`src/core/sas_pkg.sv`:
```
// Shared constants and carrier types of the successive-approximation converter sequencer.
// Assumes a single 125 MHz system clock and an active-high asynchronous reset.
package sas_pkg;

	// System clock and converter step timing.
	localparam int SAS_MCLK_PERIOD_NS = 8;
	localparam int SAS_STEP_TIME_NS = 250;
	localparam int SAS_STEP_CYCLES = (SAS_STEP_TIME_NS + SAS_MCLK_PERIOD_NS - 1) / SAS_MCLK_PERIOD_NS;
	localparam int SAS_CONV_STEPS = 102;

	// Trial schedule in converter steps, counted from the start step.
	localparam int SAS_TRIAL_FIRST = 4;
	localparam int SAS_TRIAL_LEN = 12;

	// Widths of the converter and its control fields.
	localparam int SAS_RES_BITS = 8;
	localparam int SAS_NIBBLE_BITS = 4;
	localparam int SAS_SEL_BITS = 3;
	localparam int SAS_PINS = 8;

	// Values after reset.
	localparam logic [7:0] SAS_SAR_RESET = 8'h00;
	localparam logic [3:0] SAS_PIN_FN_RESET = 4'h0;
	localparam logic [2:0] SAS_SEL_RESET = 3'h0;
	localparam logic SAS_IRQ_MODE_RESET = 1'b0;

	// Field positions of the pin function register; bit 3 covers pins 4 to 7.
	localparam int SAS_PIN_FN_BIT0 = 0;
	localparam int SAS_PIN_FN_BIT1 = 1;
	localparam int SAS_PIN_FN_BIT23 = 2;
	localparam int SAS_PIN_FN_BIT47 = 3;

	// Operations issued by the processor core, each a one-cycle pulse.
	typedef struct packed {
		logic conversion_start_op;
		logic done_flag_skip_test;
		logic irq_taken;
		logic read_result_high_op;
		logic read_result_low_op;
		logic write_pin_function_op;
		logic write_input_select_op;
		logic write_irq_mode_op;
		logic [3:0] acc;
	} sas_cpu_op_t;

	// Drive towards the reference ladder and the input multiplexer.
	typedef struct packed {
		logic [7:0] trial_code;
		logic half_lsb_down;
		logic [2:0] input_sel;
		logic mux_on;
	} sas_ladder_t;

	typedef enum logic [0:0] {
		SAS_IDLE,
		SAS_CONV
	} sas_state_t;

endpackage

```
`src/core/sas_sar_reg.sv`:
```
// The successive approximation register with its trial and decision steps.
// Assumes at most one of clear, set and decide is active per cycle, clear taking priority.
`timescale 1ns/1ps
`default_nettype none
module sas_sar_reg
	import sas_pkg::*;
#(
	parameter int RES_BITS = SAS_RES_BITS
)
(
	// Clock and reset.
	input wire logic mclk,
	input wire logic rst,
	// Trial control.
	input wire logic clear,
	input wire logic set_bit,
	input wire logic decide,
	input wire logic [2:0] bit_idx,
	input wire logic ref_below_in,
	// Register contents.
	output logic [RES_BITS-1:0] sar
);

	initial
	begin
		if (RES_BITS != 8)
			$error("sas_sar_reg: only an 8-bit register is served.");
	end

	wire logic [RES_BITS-1:0] bit_mask = RES_BITS'(1) << bit_idx;
	wire logic [RES_BITS-1:0] kept = ref_below_in ? sar : (sar & ~bit_mask);

	always_ff @(posedge mclk or posedge rst)
	begin
		if (rst)
			sar <= SAS_SAR_RESET;
		else if (clear)
			sar <= SAS_SAR_RESET;
		else if (set_bit)
			sar <= sar | bit_mask;
		else if (decide)
			sar <= kept;
	end

endmodule
`default_nettype wire

```
`src/core/sas_sequencer.sv`:
```
// Successive-approximation converter sequencer facing the processor core and the analog front end.
// Assumes core operations are one-cycle pulses and the comparator output is synchronous to mclk.
// Conversion length is counted in converter steps from the step divider, not in raw clocks.
//
// Operation
// - Convert the selected input to 8 bits, high and low nibbles readable.
// - Threshold is zero for code zero, else reference/256 times code minus one half.
// - Done flag sets at conversion end; this also is the interrupt condition.
// - Interrupt mode register chooses interrupt or skip-test observation of the flag; here it only gates irq_req, the skip test works in either mode.
// - Flag clears when its interrupt is taken or the skip test skips.
// - The final result lands in the approximation register without software action.
// - Input select picks one of eight inputs after pin function setup.
// - Every conversion start clears the whole approximation register to zero.
// - Each trial sets the bit, keeps it if threshold below input, else clears.
// - Trials run from most to least significant bit, eight results form the code.
// - A conversion ends exactly 102 converter steps after start, flag then set.
// - Pin function register selects segment or analog use, written from the accumulator.
`timescale 1ns/1ps
`default_nettype none
module sas_sequencer
	import sas_pkg::*;
#(
	parameter int STEP_CYCLES = SAS_STEP_CYCLES,
	parameter int CONV_STEPS = SAS_CONV_STEPS
)
(
	// Clock and reset.
	input wire logic mclk,
	input wire logic rst,
	// Processor core operations.
	input wire sas_cpu_op_t cpu_op,
	// Answers to the processor core.
	output logic [3:0] acc_out,
	output logic skip_next,
	output logic irq_req,
	output logic conversion_done_flag,
	output logic busy,
	// Analog front end.
	input wire logic ref_below_in,
	output sas_ladder_t ladder,
	output logic [SAS_PINS-1:0] pin_analog_en
);

	initial
	begin
		if (CONV_STEPS < SAS_TRIAL_FIRST + 8 * SAS_TRIAL_LEN + 1 || CONV_STEPS > 127)
			$error("sas_sequencer: CONV_STEPS cannot hold the eight trials.");
		if (STEP_CYCLES < 1 || STEP_CYCLES > 256)
			$error("sas_sequencer: STEP_CYCLES out of range.");
		if (SAS_RES_BITS != 2 * SAS_NIBBLE_BITS)
			$error("sas_sequencer: the result must split into two nibbles.");
		if (SAS_PINS != 8)
			$error("sas_sequencer: the pin function map serves eight pins.");
	end

	// Step on which trial idx sets its bit, idx being the bit position with 7 the most significant bit.
	function automatic logic [6:0] trial_set_step(input logic [2:0] idx);
		trial_set_step = 7'(SAS_TRIAL_FIRST + SAS_TRIAL_LEN * (7 - int'(idx)));
	endfunction

	// Step on which trial idx samples the comparator.
	function automatic logic [6:0] trial_decide_step(input logic [2:0] idx);
		trial_decide_step = 7'(trial_set_step(idx) + 7'(SAS_TRIAL_LEN - 1));
	endfunction

	// Control state.
	sas_state_t state;
	sas_state_t next_state;
	logic [6:0] step_cnt;
	logic [2:0] bit_idx;
	logic [3:0] pin_function_reg;
	logic [2:0] input_select_reg;
	logic irq_mode_select_reg;
	logic [SAS_RES_BITS-1:0] sar;

	// Step enable.
	logic step;
	wire logic start = cpu_op.conversion_start_op;
	wire logic converting = (state == SAS_CONV);

	sas_step_div #(
		.STEP_CYCLES(STEP_CYCLES)
	) u_div (
		.mclk(mclk),
		.rst(rst),
		.run(converting),
		.restart(start),
		.step(step)
	);

	// Trial decode.
	wire logic step_tick = converting && step;
	wire logic [6:0] set_step_now = trial_set_step(bit_idx);
	wire logic [6:0] decide_step_now = trial_decide_step(bit_idx);
	wire logic [6:0] last_step = 7'(CONV_STEPS - 1);
	wire logic at_set = step_tick && (step_cnt == set_step_now);
	wire logic at_decide = step_tick && (step_cnt == decide_step_now);
	wire logic at_end = step_tick && (step_cnt == last_step);
	wire logic conv_done = at_end && !start;

	sas_sar_reg #(
		.RES_BITS(SAS_RES_BITS)
	) u_sar (
		.mclk(mclk),
		.rst(rst),
		.clear(start),
		.set_bit(at_set),
		.decide(at_decide),
		.bit_idx(bit_idx),
		.ref_below_in(ref_below_in),
		.sar(sar)
	);

	// Sequencing.
	always_comb
	begin
		next_state = state;
		case (state)
			SAS_IDLE:
			begin
				if (start)
					next_state = SAS_CONV;
			end
			SAS_CONV:
			begin
				if (start)
					next_state = SAS_CONV;
				else if (conv_done)
					next_state = SAS_IDLE;
			end
			default:
			begin
				next_state = SAS_IDLE;
			end
		endcase
	end

	always_ff @(posedge mclk or posedge rst)
	begin
		if (rst)
		begin
			state <= SAS_IDLE;
		end
		else
		begin
			state <= next_state;
		end
	end

	// Operation strobes from the core.
	wire logic skip_req = cpu_op.done_flag_skip_test;
	wire logic irq_ack = cpu_op.irq_taken;
	wire logic rd_high = cpu_op.read_result_high_op;
	wire logic rd_low = cpu_op.read_result_low_op;
	wire logic wr_pin_fn = cpu_op.write_pin_function_op;
	wire logic wr_sel = cpu_op.write_input_select_op;
	wire logic wr_irq_mode = cpu_op.write_irq_mode_op;

	// The step count and bit index restart on every start, even mid-conversion.
	// A start always wins, so a restart never inherits a stale trial position.
	wire logic idx_adv = at_decide && (bit_idx != 3'h0);
	wire logic [6:0] next_step_cnt = start ? 7'h00 : (step_tick ? step_cnt + 7'h01 : step_cnt);
	wire logic [2:0] next_bit_idx = start ? 3'h7 : (idx_adv ? bit_idx - 3'h1 : bit_idx);

	always_ff @(posedge mclk or posedge rst)
	begin
		if (rst)
		begin
			step_cnt <= 7'h00;
		end
		else
		begin
			step_cnt <= next_step_cnt;
		end
	end

	always_ff @(posedge mclk or posedge rst)
	begin
		if (rst)
		begin
			bit_idx <= 3'h7;
		end
		else
		begin
			bit_idx <= next_bit_idx;
		end
	end

	// Done flag: hardware set wins over any clear in the same cycle.
	wire logic skip_hit = skip_req && conversion_done_flag;
	wire logic irq_hit = irq_ack && conversion_done_flag;
	wire logic flag_clear = skip_hit || irq_hit;
	wire logic next_flag = conv_done || (conversion_done_flag && !flag_clear);

	always_ff @(posedge mclk or posedge rst)
	begin
		if (rst)
		begin
			conversion_done_flag <= 1'b0;
		end
		else
		begin
			conversion_done_flag <= next_flag;
		end
	end

	assign skip_next = skip_hit;
	assign irq_req = conversion_done_flag && irq_mode_select_reg;
	assign busy = converting;

	// Configuration registers written from the accumulator.
	// Writes land on the edge of the strobe, so the next cycle already sees them.
	wire logic [3:0] next_pin_function = wr_pin_fn ? cpu_op.acc : pin_function_reg;
	wire logic [2:0] next_input_select = wr_sel ? cpu_op.acc[2:0] : input_select_reg;
	wire logic next_irq_mode = wr_irq_mode ? cpu_op.acc[0] : irq_mode_select_reg;

	always_ff @(posedge mclk or posedge rst)
	begin
		if (rst)
		begin
			pin_function_reg <= SAS_PIN_FN_RESET;
		end
		else
		begin
			pin_function_reg <= next_pin_function;
		end
	end

	always_ff @(posedge mclk or posedge rst)
	begin
		if (rst)
		begin
			input_select_reg <= SAS_SEL_RESET;
		end
		else
		begin
			input_select_reg <= next_input_select;
		end
	end

	always_ff @(posedge mclk or posedge rst)
	begin
		if (rst)
		begin
			irq_mode_select_reg <= SAS_IRQ_MODE_RESET;
		end
		else
		begin
			irq_mode_select_reg <= next_irq_mode;
		end
	end

	// Pin function map: one bit each for pins 0 and 1, one for 2 and 3, one for 4 to 7.
	assign pin_analog_en = {{4{pin_function_reg[SAS_PIN_FN_BIT47]}},
		{2{pin_function_reg[SAS_PIN_FN_BIT23]}},
		pin_function_reg[SAS_PIN_FN_BIT1],
		pin_function_reg[SAS_PIN_FN_BIT0]};

	// Ladder drive: the trial code with a half-step offset below it for any nonzero code.
	wire logic sel_is_analog = pin_analog_en[input_select_reg];
	sas_ladder_t next_ladder;

	always_comb
	begin
		next_ladder = '0;
		next_ladder.trial_code = sar;
		next_ladder.half_lsb_down = (sar != 8'h00);
		next_ladder.input_sel = input_select_reg;
		next_ladder.mux_on = converting && sel_is_analog;
	end

	always_ff @(posedge mclk or posedge rst)
	begin
		if (rst)
		begin
			ladder <= '0;
		end
		else
		begin
			ladder <= next_ladder;
		end
	end

	// Result readout into the accumulator.
	wire logic [3:0] result_high_nibble = sar[7:4];
	wire logic [3:0] result_low_nibble = sar[3:0];
	wire logic [3:0] next_acc_out = rd_high ? result_high_nibble : (rd_low ? result_low_nibble : acc_out);

	always_ff @(posedge mclk or posedge rst)
	begin
		if (rst)
		begin
			acc_out <= 4'h0;
		end
		else
		begin
			acc_out <= next_acc_out;
		end
	end

endmodule
`default_nettype wire

```
`src/core/sas_step_div.sv`:
```
// Step divider: a one-cycle enable every STEP_CYCLES clocks while running.
// Assumes the restart input is a one-cycle pulse aligned to the start of a conversion.
`timescale 1ns/1ps
`default_nettype none
module sas_step_div
	import sas_pkg::*;
#(
	parameter int STEP_CYCLES = SAS_STEP_CYCLES
)
(
	// Clock and reset.
	input wire logic mclk,
	input wire logic rst,
	// Control.
	input wire logic run,
	input wire logic restart,
	// Enable out.
	output logic step
);

	initial
	begin
		if (STEP_CYCLES < 1 || STEP_CYCLES > 256)
			$error("sas_step_div: STEP_CYCLES out of range.");
	end

	logic [7:0] cnt;
	wire logic at_end = (cnt == 8'(STEP_CYCLES - 1));

	assign step = run && !restart && at_end;

	// The count restarts with each conversion so every conversion spans the same steps.
	always_ff @(posedge mclk or posedge rst)
	begin
		if (rst)
			cnt <= 8'h00;
		else if (restart || !run || at_end)
			cnt <= 8'h00;
		else
			cnt <= cnt + 8'h01;
	end

endmodule
`default_nettype wire

```
`config.mk`:
```
export PLATFORM = sky130hd
export DESIGN_NAME = sas_sequencer
export DESIGN_NICKNAME = d
export VERILOG_FILES = /design/src/core/sas_pkg.sv /design/src/core/sas_sar_reg.sv /design/src/core/sas_sequencer.sv /design/src/core/sas_step_div.sv
export SDC_FILE = /design/constraint.sdc
export NUM_CORES = 1
export LEC_CHECK = 0
export BUFFER_PORTS_ARGS = -buffer_cell sky130_fd_sc_hd__buf_2
export CORE_MARGIN = 10
export CORE_UTILIZATION = 55
export CTS_CLUSTER_DIAMETER = 60
export DETAILED_ROUTE_END_ITERATION = 12
export PLACE_DENSITY = 0.79
export SYNTH_ARGS = -nofsm -noshare
export SYNTH_HDL_FRONTEND = slang
export SYNTH_SLANG_ARGS = --single-unit
```
`constraint.sdc`:
```
create_clock -name mclk -period 5.8 [get_ports mclk]
set_input_delay 0.87 -clock mclk [delete_from_list [all_inputs] [get_ports mclk]]
set_output_delay 0.87 -clock mclk [all_outputs]
set_load 0.01 [all_outputs]
```
==> results_dict.tcl <==
set metrics [dict create \
    period_minus_slack_ps 3410 \
    cap_violations 0 \
    ys_ff_latch 53 \
    die_h_um 88.9 \
    core_mm2 0.00466 \
    post_drt_via_cell_ratio 5.48 \
    wl_per_cell_um 15.2 \
    max_freq_mhz 293 \
    design.die.area_mm2 0.00791 \
    arrival_ps 3660 \
    antenna_left 0 \
    maxSlewViolCount 0 \
    endpoint_kind "register" \
    path_max_fanout 9 \
    yosysSeqAreaShare 0.509 \
    fin_nets 301 \
    cts_tree "built" \
    track_usage 0.130 \
    dr.pass1.iters 4 \
    ff2ff_setup_slack_ps 2390 \
    cpPeakStageDelay_ps 620 \
    slowest_stage "dfstp_2" \
    post_cts.repair.setup_buffers 0 \
    die_x_um 88.9 \
    antenna_found_initial 0 \
    drtIter0Drc 54 \
    busiest_layer "met2" \
    status "finished, final reports clean" \
    timing.rr.end "bit_idx[2]" \
    worstPathCellList "inv_1, ha_1, ha_1, xnor2_1, inv_1, ha_1, xor2_1, nor3b_1, nand3_1, or4b_1, a211o_1" \
    cts_buffers 5 \
    power_density_mw_per_mm2 218 \
    largest-register "ladder" \
    hold_viol_final 0 \
    drive_above_1_share 0.253 \
    use_met2 0.225 \
    setup_viol 0 \
    place_hpwl_um 3840 \
    io_buffers 43 \
    clk_pin_slew_ps 100 \
    dp_cells 319 \
    clk_latency_ps 300 \
    relSlewSlack 0.296 \
    routed_wl_um 4960 \
    h-tree-depth 2 \
    grt-ovfl-total 0 \
    p_leak_nw 1.45 \
    crit_type "reg2reg" \
    final_cells 327 \
    hold_ws_ps 435 \
    num_rows 25 \
    clock-sinks 53 \
    holdCritStartpoint "input_select_reg[0]" \
    crit_path_start_kind "register" \
    ys.warnings.count 0 \
    power_mw 0.640 \
    grt_pass1_wl_um 8210 \
    grt_pass1_vias 1797 \
    start_util 0.561 \
    ir_drop_uv 114 \
    required_ps 6040 \
    cts_buffer_depth 2 \
    syn-num-nets 260 \
    num_antenna_cells 0 \
    synth_ff_type "dfrtp_1" \
    holdBufCountCts 0 \
    drc 0 \
    path_common_cell "ha_1" \
    cts_root_buf "clkbuf_8" \
    tightest_slew_ps 1060 \
    grt_max_degree 54 \
    finClkSkew_ps 6.91 \
    synthArstFlopShare 1.00 \
    syn_area_per_cell_um2 11.3 \
    grt.met1_usage 0.148 \
    hold_end "ladder[1]" \
    largestRegisters "ladder: 13 flops, u_div.cnt: 8 flops, u_sar.sar: 8 flops" \
    area_delta_synth_final_pct 12.4 \
    ctsResizeCount 0 \
    globalplace.congestion 0.872 \
    vias 1793 \
    synthesis.area_mm2 0.00261 \
    ios 44 \
    holdPathStages 0 \
    rr_worst_depth 11 \
    syn-instance-count 231 \
    largest_reg_flops 13 \
    grt_use_met3 0.0328 \
    synth_edf_count 0 \
    worst_hold_path_type "reg2reg" \
    fin_setup_tns_ps 0 \
    rsz0062_at_grt "no" \
    synth.distinct_cells 43 \
    rr_startpoint "bit_idx[2]" \
    final.period_utilization 0.588 \
]
[worst max path at each step]
stage               slack (ps)      endpoint       start  cells after the start
floorplan                 2420    bit_idx[2]  bit_idx[2]                     12
global placement          2480    bit_idx[2]  bit_idx[2]                     11
detailed placement        2390    bit_idx[1]  bit_idx[2]                     11
CTS                       2360    bit_idx[1]  bit_idx[2]                     11
global route              2100  u_sar.sar[3]  bit_idx[2]                     11
finish                    2390    bit_idx[2]  bit_idx[2]                     11
[Yosys cell counts, types with 6 or more instances]
library cell	count	area (µm²)
a31oi_1	8	50.1
dfrtp_1	50	1250
xor2_1	9	78.8
inv_1	9	33.8
nand3_1	6	30.0
o21ai_0	7	35.0
ha_1	14	175
a22oi_1	6	45.0
mux2_2	8	90.1
nor2b_1	6	37.5
xnor2_1	9	78.8
mux2i_1	8	80.1
nor2_1	19	71.3
nand2_1	16	60.1
[worst max-delay path: cells and delay by family (launching register included)]
family | cells | cell delay, ps
fa+ha+maj | 3 | 930
simple gates | 3 | 920
flops | 1 | 620
xor+xnor | 2 | 390
compound gates | 1 | 300
buf+inv | 2 | 200
[routing by layer]
metal / vias up / share of wire
li1: 891 / -
met1: 847 / 0.40
met2: 42 / 0.51
met3: 13 / 0.062
met4: 0 / 0.027
met5: - / 0
[final cells by class]
class                      instances  area, µm²
clock buffer                       5       68.8
inverter                          10       37.5
fill                             385       1720
tap                               54       67.6
multi-input combinational        159       1200
clock inverter                     3       21.3
sequential                        53       1330
timing repair buffer              43        215
[cell families (layout without fill, tap and decap cells)]
group / after synthesis / count (layout) / share of synthesized area
xor+xnor: 21 / 21 / 0.0838
compound gates: 29 / 29 / 0.0723
flops: 53 / 53 / 0.509
fa+ha+maj: 14 / 14 / 0.0670
buf+inv: 19 / 61 / 0.0330
mux: 16 / 16 / 0.0651
simple gates: 79 / 79 / 0.170
[cells in the final DEF (no fill, tap or decap), drive strengths merged, types with 5 or more instances in the layout]
cell    instances
clkbuf          5
nor2b           6
a22oi           6
nand3           6
a31oi           8
mux2i           8
xnor2          10
buf            43
nor4            7
o21ai           7
dfrtp          50
nand2          16
nor2           19
inv            10
mux2            8
xor2            9
ha             14
nand4           5
[stage by stage]
step | setup slack [ps] | area, µm² | util
3_5_place_dp | 2390 | 2850 | 0.611
3_3_place_gp | 2480 | 2850 | 0.611
5_1_grt | 2100 | 2940 | 0.630
4_1_cts | 2360 | 2940 | 0.630
6_report | 2390 | 2940 | 0.630
2_1_floorplan | 2420 | 2610 | -
[power breakdown]
part           total [mW]  internal (mW)  switching (mW)
combinational      0.0463         0.0193          0.0270
clock               0.206         0.0858           0.121
sequential          0.387          0.380         0.00704
total               0.640          0.485           0.155
(Power assumes the default switching activity.)
